===== src/rtl/timer_unit_pkg.sv =====
// constants shared by the dual counter timer unit
package timer_unit_pkg;
  // register indices; byte address is four times the index
  localparam logic [3:0] IDX_BYTE_CTRL = 4'h0;
  localparam logic [3:0] IDX_SHARED_CTRL = 4'h1;
  localparam logic [3:0] IDX_WIDE_CTRL = 4'h2;
  localparam logic [3:0] IDX_SYNC_CTRL = 4'h3;
  localparam logic [3:0] IDX_BYTE_RELOAD_HIGH = 4'h4;
  localparam logic [3:0] IDX_BYTE_RELOAD_LOW = 4'h5;
  localparam logic [3:0] IDX_WIDE_RELOAD_LOW = 4'h6;
  localparam logic [3:0] IDX_WIDE_RELOAD_HIGH = 4'h7;
  localparam logic [3:0] IDX_WIDE_CAP_LOW = 4'h8;
  localparam logic [3:0] IDX_WIDE_CAP_HIGH = 4'h9;
  localparam logic [3:0] IDX_BYTE_CAP_LOW = 4'hA;
  localparam logic [3:0] IDX_BYTE_CAP_HIGH = 4'hB;
  localparam logic [3:0] IDX_INT_STATUS = 4'hC;
  localparam logic [3:0] IDX_INT_MASK = 4'hD;
  localparam int ADDR_W = 6;
  localparam int IDX_LSB = 2;
  // byte timer control fields
  localparam int B_RUN = 7;
  localparam int B_SINGLE = 6;
  localparam int B_TIMEOUT = 5;
  localparam int B_CAP_IE = 2;
  localparam int B_TO_IE = 1;
  // shared control fields
  localparam int S_DEMOD = 7;
  localparam int S_PP_LSB = 2;
  localparam int S_INIT8 = 1;
  localparam int S_INIT16 = 0;
  localparam logic [1:0] PP_ON = 2'h1;
  // wide timer control fields
  localparam int W_EDGE_MODE = 4;
  localparam int W_PIN_SEL = 0;
  // sync control fields
  localparam int Y_RUN16 = 7;
  localparam int Y_RUN8 = 6;
  localparam int Y_SYNC = 5;
  // interrupt status and mask bits
  localparam int EV_T8_TO = 0;
  localparam int EV_T8_CAP = 1;
  localparam int EV_T16_TO = 2;
  localparam int EV_T16_CAP = 3;
  localparam int EV_W = 4;
  // counter values
  localparam logic [7:0] CNT8_ONE = 8'h01;
  localparam logic [7:0] CNT8_FULL = 8'hFF;
  localparam logic [15:0] CNT16_ONE = 16'h0001;
  localparam logic [15:0] CNT16_FULL = 16'hFFFF;
  localparam logic [7:0] BYTE_ZERO = 8'h00;
endpackage : timer_unit_pkg

===== src/rtl/dual_counter_timer_unit.sv =====
// dual counter timer unit: 8-bit and 16-bit timers behind an avalon-mm slave
//
// Function
// byte demod high capture holds high time
// byte demod low capture holds low time
// wide capture splits high and low bytes
// wide edge mode: every edge or first only
// wide timeout flag set, write one clears
// wide capture raises interrupt when enabled
// wide timeout raises interrupt when enabled
// pin carries port data or wide output
// sync register shows and sets run bits
// byte start drives initial level, loads reload
// byte single pass stops, toggles, flags timeout
// byte modulo toggles, reloads, skips first flag
// reload registers writable anytime, used next load
// initial count zero gives 256 states
// byte edges capture, flag, interrupt when enabled
// byte demod reloads FF, wraps past zero
// software stops, sets single pass, then starts
// restart always reloads programmed value
// ping-pong end of pass starts other timer
//
// Decided for this implementation: the Avalon-MM register port.
`timescale 1ns/1ps
`default_nettype none
module dual_counter_timer_unit (
  input wire logic sys_clk,
  input wire logic sys_rst,
  input wire logic [timer_unit_pkg::ADDR_W-1:0] avs_address,
  input wire logic avs_read,
  input wire logic avs_write,
  input wire logic [31:0] avs_writedata,
  input wire logic [3:0] avs_byteenable,
  output logic [31:0] avs_readdata,
  output logic avs_waitrequest,
  input wire logic measure_in,
  input wire logic port_data,
  output logic port_pin,
  output logic byte_timer_output,
  output logic wide_timer_output,
  output logic irq
);

  typedef struct packed {
    logic t8_en;
    logic single8;
    logic to8;
    logic cap_ie8;
    logic to_ie8;
    logic demod;
    logic [1:0] pp;
    logic init8;
    logic init16;
    logic t16_en;
    logic single16;
    logic to16;
    logic edge16;
    logic cap_ie16;
    logic to_ie16;
    logic pin_sel;
    logic sync;
    logic [7:0] r8h;
    logic [7:0] r8l;
    logic [7:0] r16h;
    logic [7:0] r16l;
    logic [7:0] cap8h;
    logic [7:0] cap8l;
    logic [7:0] cap16h;
    logic [7:0] cap16l;
    logic [7:0] cnt8;
    logic [15:0] cnt16;
    logic out8;
    logic out16;
    logic first8;
    logic first16;
    logic lock16;
    logic [timer_unit_pkg::EV_W-1:0] ist;
    logic [timer_unit_pkg::EV_W-1:0] imask;
    logic meas_s1;
    logic meas_s2;
    logic meas_d;
    logic ack;
    logic [31:0] rdata;
    logic pin;
  } state_t;

  state_t st;
  state_t next_st;

  // reload value picked by the output level
  function automatic logic [7:0] pick_reload(input logic level, input logic [7:0] hi,
                                             input logic [7:0] lo);
    pick_reload = level ? hi : lo;
  endfunction : pick_reload

  // register read view
  function automatic logic [7:0] read_reg(input state_t s, input logic [3:0] idx);
    logic [7:0] r;
    r = timer_unit_pkg::BYTE_ZERO;
    unique case (idx)
      timer_unit_pkg::IDX_BYTE_CTRL:
      begin
        r[timer_unit_pkg::B_RUN] = s.t8_en;
        r[timer_unit_pkg::B_SINGLE] = s.single8;
        r[timer_unit_pkg::B_TIMEOUT] = s.to8;
        r[timer_unit_pkg::B_CAP_IE] = s.cap_ie8;
        r[timer_unit_pkg::B_TO_IE] = s.to_ie8;
      end
      timer_unit_pkg::IDX_SHARED_CTRL:
      begin
        r[timer_unit_pkg::S_DEMOD] = s.demod;
        r[timer_unit_pkg::S_PP_LSB +: 2] = s.pp;
        r[timer_unit_pkg::S_INIT8] = s.init8;
        r[timer_unit_pkg::S_INIT16] = s.init16;
      end
      timer_unit_pkg::IDX_WIDE_CTRL:
      begin
        r[timer_unit_pkg::B_RUN] = s.t16_en;
        r[timer_unit_pkg::B_SINGLE] = s.single16;
        r[timer_unit_pkg::B_TIMEOUT] = s.to16;
        r[timer_unit_pkg::W_EDGE_MODE] = s.edge16;
        r[timer_unit_pkg::B_CAP_IE] = s.cap_ie16;
        r[timer_unit_pkg::B_TO_IE] = s.to_ie16;
        r[timer_unit_pkg::W_PIN_SEL] = s.pin_sel;
      end
      timer_unit_pkg::IDX_SYNC_CTRL:
      begin
        r[timer_unit_pkg::Y_RUN16] = s.t16_en;
        r[timer_unit_pkg::Y_RUN8] = s.t8_en;
        r[timer_unit_pkg::Y_SYNC] = s.sync;
      end
      timer_unit_pkg::IDX_BYTE_RELOAD_HIGH: r = s.r8h;
      timer_unit_pkg::IDX_BYTE_RELOAD_LOW: r = s.r8l;
      timer_unit_pkg::IDX_WIDE_RELOAD_LOW: r = s.r16l;
      timer_unit_pkg::IDX_WIDE_RELOAD_HIGH: r = s.r16h;
      timer_unit_pkg::IDX_WIDE_CAP_LOW: r = s.cap16l;
      timer_unit_pkg::IDX_WIDE_CAP_HIGH: r = s.cap16h;
      timer_unit_pkg::IDX_BYTE_CAP_LOW: r = s.cap8l;
      timer_unit_pkg::IDX_BYTE_CAP_HIGH: r = s.cap8h;
      timer_unit_pkg::IDX_INT_STATUS: r[timer_unit_pkg::EV_W-1:0] = s.ist;
      timer_unit_pkg::IDX_INT_MASK: r[timer_unit_pkg::EV_W-1:0] = s.imask;
      default: r = timer_unit_pkg::BYTE_ZERO; // unmapped reads zero
    endcase
    read_reg = r;
  endfunction : read_reg

  logic [3:0] idx;
  logic wr;
  logic rd;
  logic rise;
  logic fall;
  logic tc8;
  logic tc16;
  logic cap8;
  logic cap16;

  // decode and events seen by the timers this cycle
  assign idx = avs_address[timer_unit_pkg::IDX_LSB +: 4];
  assign wr = avs_write && st.ack && avs_byteenable[0];
  assign rd = avs_read && st.ack;
  assign rise = st.meas_s2 && !st.meas_d;
  assign fall = !st.meas_s2 && st.meas_d;
  assign tc8 = st.t8_en && (st.cnt8 == timer_unit_pkg::CNT8_ONE);
  assign tc16 = st.t16_en && (st.cnt16 == timer_unit_pkg::CNT16_ONE);
  assign cap8 = st.demod && st.t8_en && (rise || fall);
  assign cap16 = st.demod && st.t16_en && (rise || fall) && !st.lock16;

  // one wait state per access, answer from flops
  assign avs_waitrequest = (avs_read || avs_write) && !st.ack;
  assign avs_readdata = st.rdata;
  assign byte_timer_output = st.out8;
  assign wide_timer_output = st.out16;
  assign port_pin = st.pin;
  assign irq = |(st.ist & st.imask);

  // next state: software first, then hardware events so a set beats a clear
  always_comb
  begin
    logic [7:0] wd;
    logic start8;
    logic start16;
    logic [timer_unit_pkg::EV_W-1:0] ev;
    wd = avs_writedata[7:0];
    start8 = 1'b0;
    start16 = 1'b0;
    ev = '0;
    next_st = st;
    next_st.meas_s1 = measure_in;
    next_st.meas_s2 = st.meas_s1;
    next_st.meas_d = st.meas_s2;
    next_st.ack = (avs_read || avs_write) && !st.ack;
    next_st.rdata = {24'h000000, read_reg(st, idx)};
    // read of status clears only the bits it reported
    if (rd && idx == timer_unit_pkg::IDX_INT_STATUS)
    begin
      next_st.ist = st.ist & ~st.rdata[timer_unit_pkg::EV_W-1:0];
    end
    if (wr)
    begin
      unique case (idx)
        timer_unit_pkg::IDX_BYTE_CTRL:
        begin
          start8 = wd[timer_unit_pkg::B_RUN] && !st.t8_en;
          next_st.t8_en = wd[timer_unit_pkg::B_RUN];
          next_st.single8 = wd[timer_unit_pkg::B_SINGLE];
          if (wd[timer_unit_pkg::B_TIMEOUT])
          begin
            next_st.to8 = 1'b0;
          end
          next_st.cap_ie8 = wd[timer_unit_pkg::B_CAP_IE];
          next_st.to_ie8 = wd[timer_unit_pkg::B_TO_IE];
        end
        timer_unit_pkg::IDX_SHARED_CTRL:
        begin
          next_st.demod = wd[timer_unit_pkg::S_DEMOD];
          next_st.pp = wd[timer_unit_pkg::S_PP_LSB +: 2];
          next_st.init8 = wd[timer_unit_pkg::S_INIT8];
          next_st.init16 = wd[timer_unit_pkg::S_INIT16];
        end
        timer_unit_pkg::IDX_WIDE_CTRL:
        begin
          start16 = wd[timer_unit_pkg::B_RUN] && !st.t16_en;
          next_st.t16_en = wd[timer_unit_pkg::B_RUN];
          next_st.single16 = wd[timer_unit_pkg::B_SINGLE];
          if (wd[timer_unit_pkg::B_TIMEOUT])
          begin
            next_st.to16 = 1'b0;
          end
          next_st.edge16 = wd[timer_unit_pkg::W_EDGE_MODE];
          next_st.cap_ie16 = wd[timer_unit_pkg::B_CAP_IE];
          next_st.to_ie16 = wd[timer_unit_pkg::B_TO_IE];
          next_st.pin_sel = wd[timer_unit_pkg::W_PIN_SEL];
        end
        timer_unit_pkg::IDX_SYNC_CTRL:
        begin

          start16 = wd[timer_unit_pkg::Y_RUN16] && !st.t16_en;
          start8 = wd[timer_unit_pkg::Y_RUN8] && !st.t8_en;
          next_st.t16_en = wd[timer_unit_pkg::Y_RUN16];
          next_st.t8_en = wd[timer_unit_pkg::Y_RUN8];
          next_st.sync = wd[timer_unit_pkg::Y_SYNC];
        end
        // reloads take effect only at the next load
        timer_unit_pkg::IDX_BYTE_RELOAD_HIGH: next_st.r8h = wd;
        timer_unit_pkg::IDX_BYTE_RELOAD_LOW: next_st.r8l = wd;
        timer_unit_pkg::IDX_WIDE_RELOAD_LOW: next_st.r16l = wd;
        timer_unit_pkg::IDX_WIDE_RELOAD_HIGH: next_st.r16h = wd;
        timer_unit_pkg::IDX_WIDE_CAP_LOW: next_st.cap16l = wd;
        timer_unit_pkg::IDX_WIDE_CAP_HIGH: next_st.cap16h = wd;
        timer_unit_pkg::IDX_BYTE_CAP_LOW: next_st.cap8l = wd;
        timer_unit_pkg::IDX_BYTE_CAP_HIGH: next_st.cap8h = wd;
        timer_unit_pkg::IDX_INT_MASK: next_st.imask = wd[timer_unit_pkg::EV_W-1:0];
        default: next_st.sync = next_st.sync; // unmapped writes ignored
      endcase
    end
    // byte timer
    if (st.t8_en && st.demod)
    begin
      // decrement wraps 00 to FF, so a timeout never stops it
      next_st.cnt8 = st.cnt8 - timer_unit_pkg::CNT8_ONE;
      if (cap8)
      begin
        if (fall)
        begin
          next_st.cap8h = timer_unit_pkg::CNT8_FULL - st.cnt8;
        end
        else
        begin
          next_st.cap8l = timer_unit_pkg::CNT8_FULL - st.cnt8;
        end
        next_st.cnt8 = timer_unit_pkg::CNT8_FULL;
        ev[timer_unit_pkg::EV_T8_CAP] = st.cap_ie8;
      end
      else if (tc8)
      begin
        next_st.to8 = 1'b1;
        ev[timer_unit_pkg::EV_T8_TO] = st.to_ie8;
      end
    end
    else if (st.t8_en)
    begin
      // count 1 is terminal, so a load of 0 runs 256 states
      next_st.cnt8 = st.cnt8 - timer_unit_pkg::CNT8_ONE;
      if (tc8)
      begin
        next_st.out8 = !st.out8;
        if (st.single8)
        begin
          next_st.t8_en = 1'b0;
          next_st.to8 = 1'b1;
          ev[timer_unit_pkg::EV_T8_TO] = st.to_ie8;
          start16 = start16 || (st.pp == timer_unit_pkg::PP_ON);
        end
        else
        begin
          next_st.cnt8 = pick_reload(!st.out8, st.r8h, st.r8l);
          next_st.first8 = 1'b0;
          if (!st.first8)
          begin
            next_st.to8 = 1'b1;
            ev[timer_unit_pkg::EV_T8_TO] = st.to_ie8;
          end
        end
      end
    end
    // wide timer
    if (st.t16_en && st.demod)
    begin
      next_st.cnt16 = st.cnt16 - timer_unit_pkg::CNT16_ONE;
      if (cap16)
      begin
        {next_st.cap16h, next_st.cap16l} = timer_unit_pkg::CNT16_FULL - st.cnt16;
        next_st.cnt16 = timer_unit_pkg::CNT16_FULL;
        next_st.lock16 = st.edge16;
        ev[timer_unit_pkg::EV_T16_CAP] = st.cap_ie16;
      end
      else if (tc16)
      begin
        next_st.to16 = 1'b1;
        ev[timer_unit_pkg::EV_T16_TO] = st.to_ie16;
      end
    end
    else if (st.t16_en)
    begin
      next_st.cnt16 = st.cnt16 - timer_unit_pkg::CNT16_ONE;
      if (tc16)
      begin
        next_st.out16 = !st.out16;
        if (st.single16)
        begin
          next_st.t16_en = 1'b0;
          next_st.to16 = 1'b1;
          ev[timer_unit_pkg::EV_T16_TO] = st.to_ie16;
          start8 = start8 || (st.pp == timer_unit_pkg::PP_ON);
        end
        else
        begin
          next_st.cnt16 = {st.r16h, st.r16l};
          next_st.first16 = 1'b0;
          if (!st.first16)
          begin
            next_st.to16 = 1'b1;
            ev[timer_unit_pkg::EV_T16_TO] = st.to_ie16;
          end
        end
      end
    end
    // a start always reloads, so a stale count is never reused
    if (start8)
    begin
      next_st.t8_en = 1'b1;
      next_st.out8 = next_st.init8;
      next_st.cnt8 = pick_reload(next_st.init8, next_st.r8h, next_st.r8l);
      next_st.first8 = 1'b1;
    end
    if (start16)
    begin
      next_st.t16_en = 1'b1;
      next_st.out16 = next_st.init16;
      next_st.cnt16 = {next_st.r16h, next_st.r16l};
      next_st.first16 = 1'b1;
      next_st.lock16 = 1'b0;
    end
    next_st.ist = next_st.ist | ev;
    next_st.pin = next_st.pin_sel ? next_st.out16 : port_data;
  end

  // single state register
  always_ff @(posedge sys_clk)
  begin
    if (sys_rst)
    begin
      st <= '0;
    end
    else
    begin
      st <= next_st;
    end
  end
endmodule : dual_counter_timer_unit
`default_nettype wire


===== config.mk =====
export PLATFORM = sky130hd
export DESIGN_NAME = dual_counter_timer_unit
export DESIGN_NICKNAME = d
export VERILOG_FILES = /design/src/rtl/timer_unit_pkg.sv /design/src/rtl/dual_counter_timer_unit.sv
export SDC_FILE = /design/constraint.sdc
export NUM_CORES = 1
export LEC_CHECK = 0
export BUFFER_PORTS_ARGS = -buffer_cell sky130_fd_sc_hd__buf_2
export CAP_MARGIN = 20
export CORE_MARGIN = 5
export CORE_UTILIZATION = 50
export DETAILED_ROUTE_END_ITERATION = 12
export GPL_ROUTABILITY_DRIVEN = 0
export PLACE_DENSITY = 0.7
export RECOVER_POWER = 100
export SLEW_MARGIN = 20
export SYNTH_ARGS = -nofsm -noshare
export SYNTH_HDL_FRONTEND = slang
export SYNTH_SLANG_ARGS = --single-unit

===== constraint.sdc =====
create_clock -name sys_clk -period 3.4 [get_ports sys_clk]
set_input_delay 0.51 -clock sys_clk [delete_from_list [all_inputs] [get_ports sys_clk]]
set_output_delay 0.51 -clock sys_clk [all_outputs]
set_load 0.02 [all_outputs]

==> metrics.csv, run 1 <==
stage;metric;value;unit
pwr;p_seq_frac;0.416;
drt;wl_per_cell;21.89;microns
logic_synthesis;synth_top_area_frac;0.3435;
cells_and_area;post_route_cells_drive_above_1_share;0.1239;
pwr;pwr-share-clk;0.510;
cts;clockBufferDepth;2;
critical_path;rr_worst_depth;8;
logic_synthesis;postSynthCellCount;921;
min_path;hold_path.class;in -> reg;
cts;h-tree-depth;4;
cts;insertion_delay;0.43;ns
cts;cts_made_buffers;17;
floorplan;fp.dieArea;17970;sq um
floorplan;dieHeight;134.0;microns
run_status;status;finished, violations left;
logic_synthesis;syn-cell-area;7694;sq um
cts;post_cts_buffers;0;
pwr;p_leak;3.264;nW
pwr;p_switching;917.5;uW
timing;setup_viol;0;
floorplan;rows;45;
critical_path;critical_path.max_fanout;26;
timing;hold_viol_final;0;
job;max-cap-violations;1;
critical_path;regToRegSetupSlack;0.52;ns
logic_synthesis;ys_ff_latch;132;
placement;dpl.hpwl;17320;microns
logic_synthesis;yosys_warnings;0;
pwr;pwr_density_cell;447.5;nW/um^2
timing;max_slew_margin;-0.3767;
pwr;ir_drop;0.0003696;V
grt;grt_max_degree;56;
critical_path;r2r-end;port_pin;
cts;cts_root_buf;clkbuf_16;
timing;finalCritPeriodShare;0.8850;
cells_and_area;layout.nets;976;
grt;grt_pass1_vias;6379;
run_status;violations;max-capacitance violations, max-slew violations;
pwr;power_frac_comb;0.073;
logic_synthesis;netlist_top_cells_count;nor2_1, dfxtp_1, mux2i_1;
cts;cts_resized;0;
timing;period_needed;3.009;ns
critical_path;arrival;3.21;ns
floorplan;io_pins;85;
placement;port_buffers;31;
cells_and_area;fillers;1402;
floorplan;core_area;15150;sq um
cts;postCtsHoldBufs;0;
logic_synthesis;synth_area_leader_cell;dfxtp_1;
logic_synthesis;yosysSeqAreaShare;0.3435;
critical_path;required;3.60;ns
drt;drc;0;
timing;rsz0062_at_grt;false;
logic_synthesis;synth_area_per_cell;8.354;sq um
drt;num_vias;7125;
pwr;intPower;2.856;mW
floorplan;start_util;0.5080;
critical_path;critPathKind;in -> reg;
timing;finalWorstSetupSlack;0.3911;ns
min_path;hold_depth;2;
timing;fin_tns_setup;0;ns
cts;cts_tree;yes;
floorplan;die_w;134.0;microns
timing;clock_skew;0.006078;ns
cts;cts.sinks;132;
drt;drtPass1Iterations;6;
grt;gr-total-overflow;0;
logic_synthesis;yosys.cell_count.top_type;nor2_1;
grt;grt_antenna_before_repair;0;
placement;dpl_worst_slack;0.6940;ns
timing;tightest_slew;2.065;ns
critical_path;start_kind;input port;
min_path;min_to;next_st[35];
timing;slew_violations;44;
logic_synthesis;synth.distinct_cells;72;
drt;avgViaCountPerCell;6.339;
logic_synthesis;ys_async_sr_fraction;0;
grt;grt_first_pass_wirelength;37640;microns
logic_synthesis;synth_area_leaders;dfxtp_1, mux2i_1, nor2_1;
cells_and_area;syn_to_final_growth;9.611;%
drt;final_antenna_net_count;0;
drt;wl;24600;microns
logic_synthesis;synth_flop_cell;dfxtp_1;
drt;drt_iter0_markers;886;
critical_path;critPathCaptureType;flip-flop;
grt;grt_util_all_layers;0.2707;
timing;clock.fmax;0.3323;GHz
cells_and_area;num_antenna_cells;0;
min_path;hp-start;measure_in;
pwr;p_sw_frac;0.2431;
cts;clkTransAtPathRegs;0.06;ns
logic_synthesis;synth_edf_count;0;
critical_path;reg2reg_from;st[66];
[sequential cells by signal, summed over array words and instances, names as in the netlist]
register,count
next_st,2
wide_timer_output,1
avs_readdata,8
port_pin,1
st,119
byte_timer_output,1
[cell usage in the layout (no fill, tap or decap), types with 15 or more instances in the layout]
master and count:
nor2_1 140, dfxtp_1 132, mux2i_1 66, a211oi_1 51, nand2_1 42, a21oi_1 40, mux2_2 34, nand3_1 31
o21ai_0 27, nor2b_1 26, conb_1 24, buf_4 24, clkbuf_1 22, nor3_1 20, clkbuf_16 17, buf_2 16
inv_1 15
[logic make-up after synthesis]
| logic type | synth area share |
|---|---|
| AO/OA/AOI/OAI | 0.1900 |
| flip-flops | 0.3435 |
| multiplexers | 0.1415 |
| adder cells (fa/ha/maj) | 0.008131 |
| buffers and inverters | 0.07627 |
| XOR/XNOR | 0.02504 |
| AND/OR/NAND/NOR | 0.2152 |
| other | 0.0004874 |
[power groups by stage]
stage	clock network [mW]	registers [mW]	logic [mW]
final	1.93	1.57	0.277
after global routing	2.02	1.57	0.295
after CTS	1.94	1.57	0.273
after detailed placement	0	1.60	0.272
after global placement	0	1.60	0.272
after floorplan	0	1.60	0.218
[routing by layer]
| layer | vias to the layer above | global-route usage | wire length, microns |
|---|---|---|---|
| li1 | 3289 | - | - |
| met1 | 3352 | 0.3607 | 10220 |
| met5 | - | 0 | 0 |
| met4 | 0 | 0.1307 | 1088 |
| met3 | 78 | 0.06489 | 2370 |
| met2 | 406 | 0.4130 | 10920 |
[how the worst max path moves through the flow]
stage | start | endpoint | slack, ns | depth (start not counted)
CTS | st[66] | port_pin | 0.67 | 8
global placement | avs_address[2] | st[67] | 0.71 | 8
floorplan | avs_address[3] | st[71] | 1.16 | 7
global route | avs_address[4] | st[82] | 0.24 | 8
finish | avs_address[4] | st[82] | 0.39 | 8
detailed placement | st[66] | port_pin | 0.69 | 8
[layout make-up]
cell class	count	area [sq um]	area share
well taps	188	235.2	0.02789
inverters	16	60.06	0.007122
flip-flops and latches	132	2643	0.3134
clock inverters	14	186.4	0.02211
clock buffers	18	429.2	0.05089
repair buffers	61	339.1	0.04021
multi-input cells	695	4541	0.5384
[worst max-delay path, cell delays in order]
cell and delay, ns:
clkbuf_1 0.46, clkbuf_1 0.34, nor2b_1 0.40, nand2_1 0.18
nor2_1 0.69, mux2_2 0.41, nor2_1 0.12, a211oi_1 0.08
[through the flow]
step | std cells | power, mW | cell area (sq um) | util | hold slack [ns]
after CTS | 1124 | 3.780 | 8492 | 0.5607 | 0.2874
after detailed placement | 1092 | 1.876 | 7876 | 0.5200 | 0.4234
after floorplan | 944 | 1.817 | 7780 | - | 0.4138
after global routing | 1124 | 3.881 | 8433 | 0.5568 | 0.3009
final | 1124 | 3.774 | 8433 | 0.5568 | 0.2948
after global placement | 1092 | 1.876 | 7876 | 0.5200 | 0.4233
Note: power is estimated with default switching activity, not from simulation.
==> inputs of run 2 (changes only) <==
- ABC_AREA: not set -> 1
==> run 2 against run 1 <==
Effect of this change:
- flip-flop and latch count unchanged
- via count rose by 12%
- critical path type is now reg -> reg
- utilization down 0.81 points
- the run still ends with max-capacitance violations, max-slew violations left
- routed wire length up 0.80%
- clock skew is essentially flat
- highest routed layer unchanged
==> metrics.csv, run 2 <==
stage;metric;value;unit
timing;hold_viol_final;0;
timing;max_slew_margin;-0.1303;
logic_synthesis;yosys.cell_count.top_type;nand2_1;
job;max-cap-violations;1;
cells_and_area;ff_latch_area;2643;sq um
pwr;p_leak;4.067;nW
pwr;pwr_density_cell;449.7;nW/um^2
logic_synthesis;synth_area_leaders;dfxtp_1, nand2_1, inv_1;
grt;grtUsageMet3;0.07207;
grt;met1_usage;0.3838;
floorplan;die_w;135.7;microns
logic_synthesis;synth_area_per_cell;6.400;sq um
floorplan;rows;46;
drt;avgViaCountPerCell;5.421;
grt;grt_pass1_vias;7112;
critical_path;critical_path.max_fanout;16;
logic_synthesis;postSynthCellCount;1235;
drt;drt_iter0_markers;972;
floorplan;dieHeight;135.7;microns
placement;port_buffers;31;
logic_synthesis;synth_compound_area_frac;0.1828;
logic_synthesis;synth-xor-area-share;0.01330;
cells_and_area;final_common_cell;nand2_1;
cells_and_area;fillers;1596;
grt;grt_first_pass_wirelength;38810;microns
logic_synthesis;ys_async_sr_fraction;0;
timing;fin_tns_setup;0;ns
cts;post_cts_buffers;0;
cells_and_area;syn_to_final_growth;9.087;%
run_status;status;finished, violations left;
logic_synthesis;synthSimpleGateAreaFrac;0.3142;
critical_path;critPathKind;reg -> reg;
pwr;ir_drop;0.0003994;V
timing;finalWorstSetupSlack;0.5993;ns
drt;wl_per_cell;16.85;microns
grt;grt_max_degree;64;
cells_and_area;layout_common_cells;nand2_1, inv_1, dfxtp_1, o21ai_0, nor2_1;
cts;clockBufferDepth;2;
cts;h-tree-depth;4;
logic_synthesis;ys_ff_latch;132;
logic_synthesis;synthAdderAreaFrac;0.007915;
cts;cts_resized;0;
floorplan;start_util;0.5030;
cts;postCtsHoldBufs;0;
timing;tightest_slew;1.695;ns
cts;cts.sinks;132;
grt;grt_antenna_before_repair;0;
logic_synthesis;synth.distinct_cells;43;
grt;top_usage_layer;met2;
cts;cts_root_buf;clkbuf_16;
logic_synthesis;yosys_warnings;0;
floorplan;core_area;15710;sq um
logic_synthesis;synth_area_leader_cell;dfxtp_1;
timing;finalCritPeriodShare;0.8237;
drt;wl;24800;microns
logic_synthesis;synth_edf_count;0;
cells_and_area;multi_input_area;4172;sq um
cells_and_area;final_area;8622;sq um
drt;drc;0;
logic_synthesis;muxShareOfSynthArea;0;
cells_and_area;num_antenna_cells;0;
drt;num_vias;7980;
logic_synthesis;yosysSeqAreaShare;0.3343;
placement;dpl_worst_slack;0.9246;ns
cts;insertion_delay;0.43;ns
cts;cts_tree;yes;
cts;clkTransAtPathRegs;0.06;ns
floorplan;io_pins;85;
placement;dpl.hpwl;18150;microns
drt;final_antenna_net_count;0;
timing;slew_violations;33;
cts;cts_made_buffers;17;
critical_path;required;3.73;ns
grt;gr-total-overflow;0;
grt;grt_util_met2;0.4098;
cells_and_area;layout.nets;1296;
logic_synthesis;synth_top_area_frac;0.3343;
logic_synthesis;synth_top_family_by_area;simple AND/OR/NAND/NOR gates;
floorplan;fp.dieArea;18420;sq um
timing;worst_hold_slack;0.2799;ns
cells_and_area;largest_reg_flops;119;
logic_synthesis;syn-cell-area;7904;sq um
placement;dpl_cell_area;8016;sq um
cells_and_area;post_route_cells_drive_above_1_share;0.07882;
timing;clock_skew;0.006396;ns
timing;rsz0062_at_grt;false;
critical_path;arrival;3.13;ns
timing;setup_viol;0;
cells_and_area;max_flop_register;st;
timing;clock.fmax;0.3571;GHz
drt;drtPass1Iterations;5;
timing;period_needed;2.801;ns
logic_synthesis;synth_flop_cell;dfxtp_1;
min_path;hold_path.class;in -> reg;
logic_synthesis;netlist_top_cells_count;nand2_1, inv_1, dfxtp_1;
grt;grt_util_all_layers;0.2735;
run_status;violations;max-capacitance violations, max-slew violations;
critical_path;critPathCaptureType;flip-flop;
critical_path;start_kind;flip-flop;
-- run 2: cell count changes after synthesis, moves of 26 or more --
cell	previous run	this run
mux2i_1	66	0
nor2_1	138	95
o21ai_0	25	106
clkbuf_1	50	18
nor2b_1	26	0
mux2_2	36	0
a211oi_1	51	6
inv_1	15	173
nand2_1	42	329
nand3_1	31	88
-- run 2: worst paths after layout --
path	from	endpoint	cells after the start	slack (ns)
setup / recovery	st[33]	st[59]	9	0.60
hold / removal	measure_in	next_st[35]	3	0.28
setup reg to reg	st[33]	st[59]	9	0.60
hold reg to reg	next_st[35]	next_st[34]	2	0.40
-- run 2: final cells by class --
cell class / count / share of cell area
clock inverter: 8 / 0.01683
multi-input combinational: 867 / 0.4838
sequential: 132 / 0.3065
inverter: 185 / 0.08054
tap: 216 / 0.03135
timing repair buffer: 40 / 0.02278
clock buffer: 24 / 0.05819
-- run 2: critical path: stages, from the launching register on --
cell and delay (ns):
dfxtp_1 0.38, nand3_2 0.18, inv_1 0.13, clkbuf_1 0.68
nand2_1 0.56, o21ai_0 0.38, or2_0 0.15, nand3_1 0.11
nand2_1 0.08, inv_1 0.03
-- run 2: metrics by stage --
stage,total power [mW],util,instances
after floorplan,1.813,-,1258
after global placement,1.876,0.5102,1440
after detailed placement,1.877,0.5102,1440
after CTS,3.877,0.5514,1472
after global routing,3.981,0.5487,1472
final,3.877,0.5487,1472
-- run 2: cells by family after synthesis --
logic type | after synthesis
and+or+nand+nor | 571
buffers and inverters | 259
AOI/OAI and AO/OA | 255
DFF | 132
xor gates and xnor gates | 12
adders and majority gates | 5
other | 1
-- run 2: where the power goes --
group	switching (mW)	total, mW	internal (mW)	leakage (nW)
Clock	0.705	2.03	1.32	0.312
Combinational	0.208	0.279	0.0710	2.69
Sequential	0.0125	1.57	1.56	1.06
-- run 2: metal layers --
layer / routed length, microns / part of all wire
met5: 0 / 0
met4: 533 / 0.021
met3: 2801 / 0.11
met2: 10700 / 0.43
met1: 10770 / 0.43
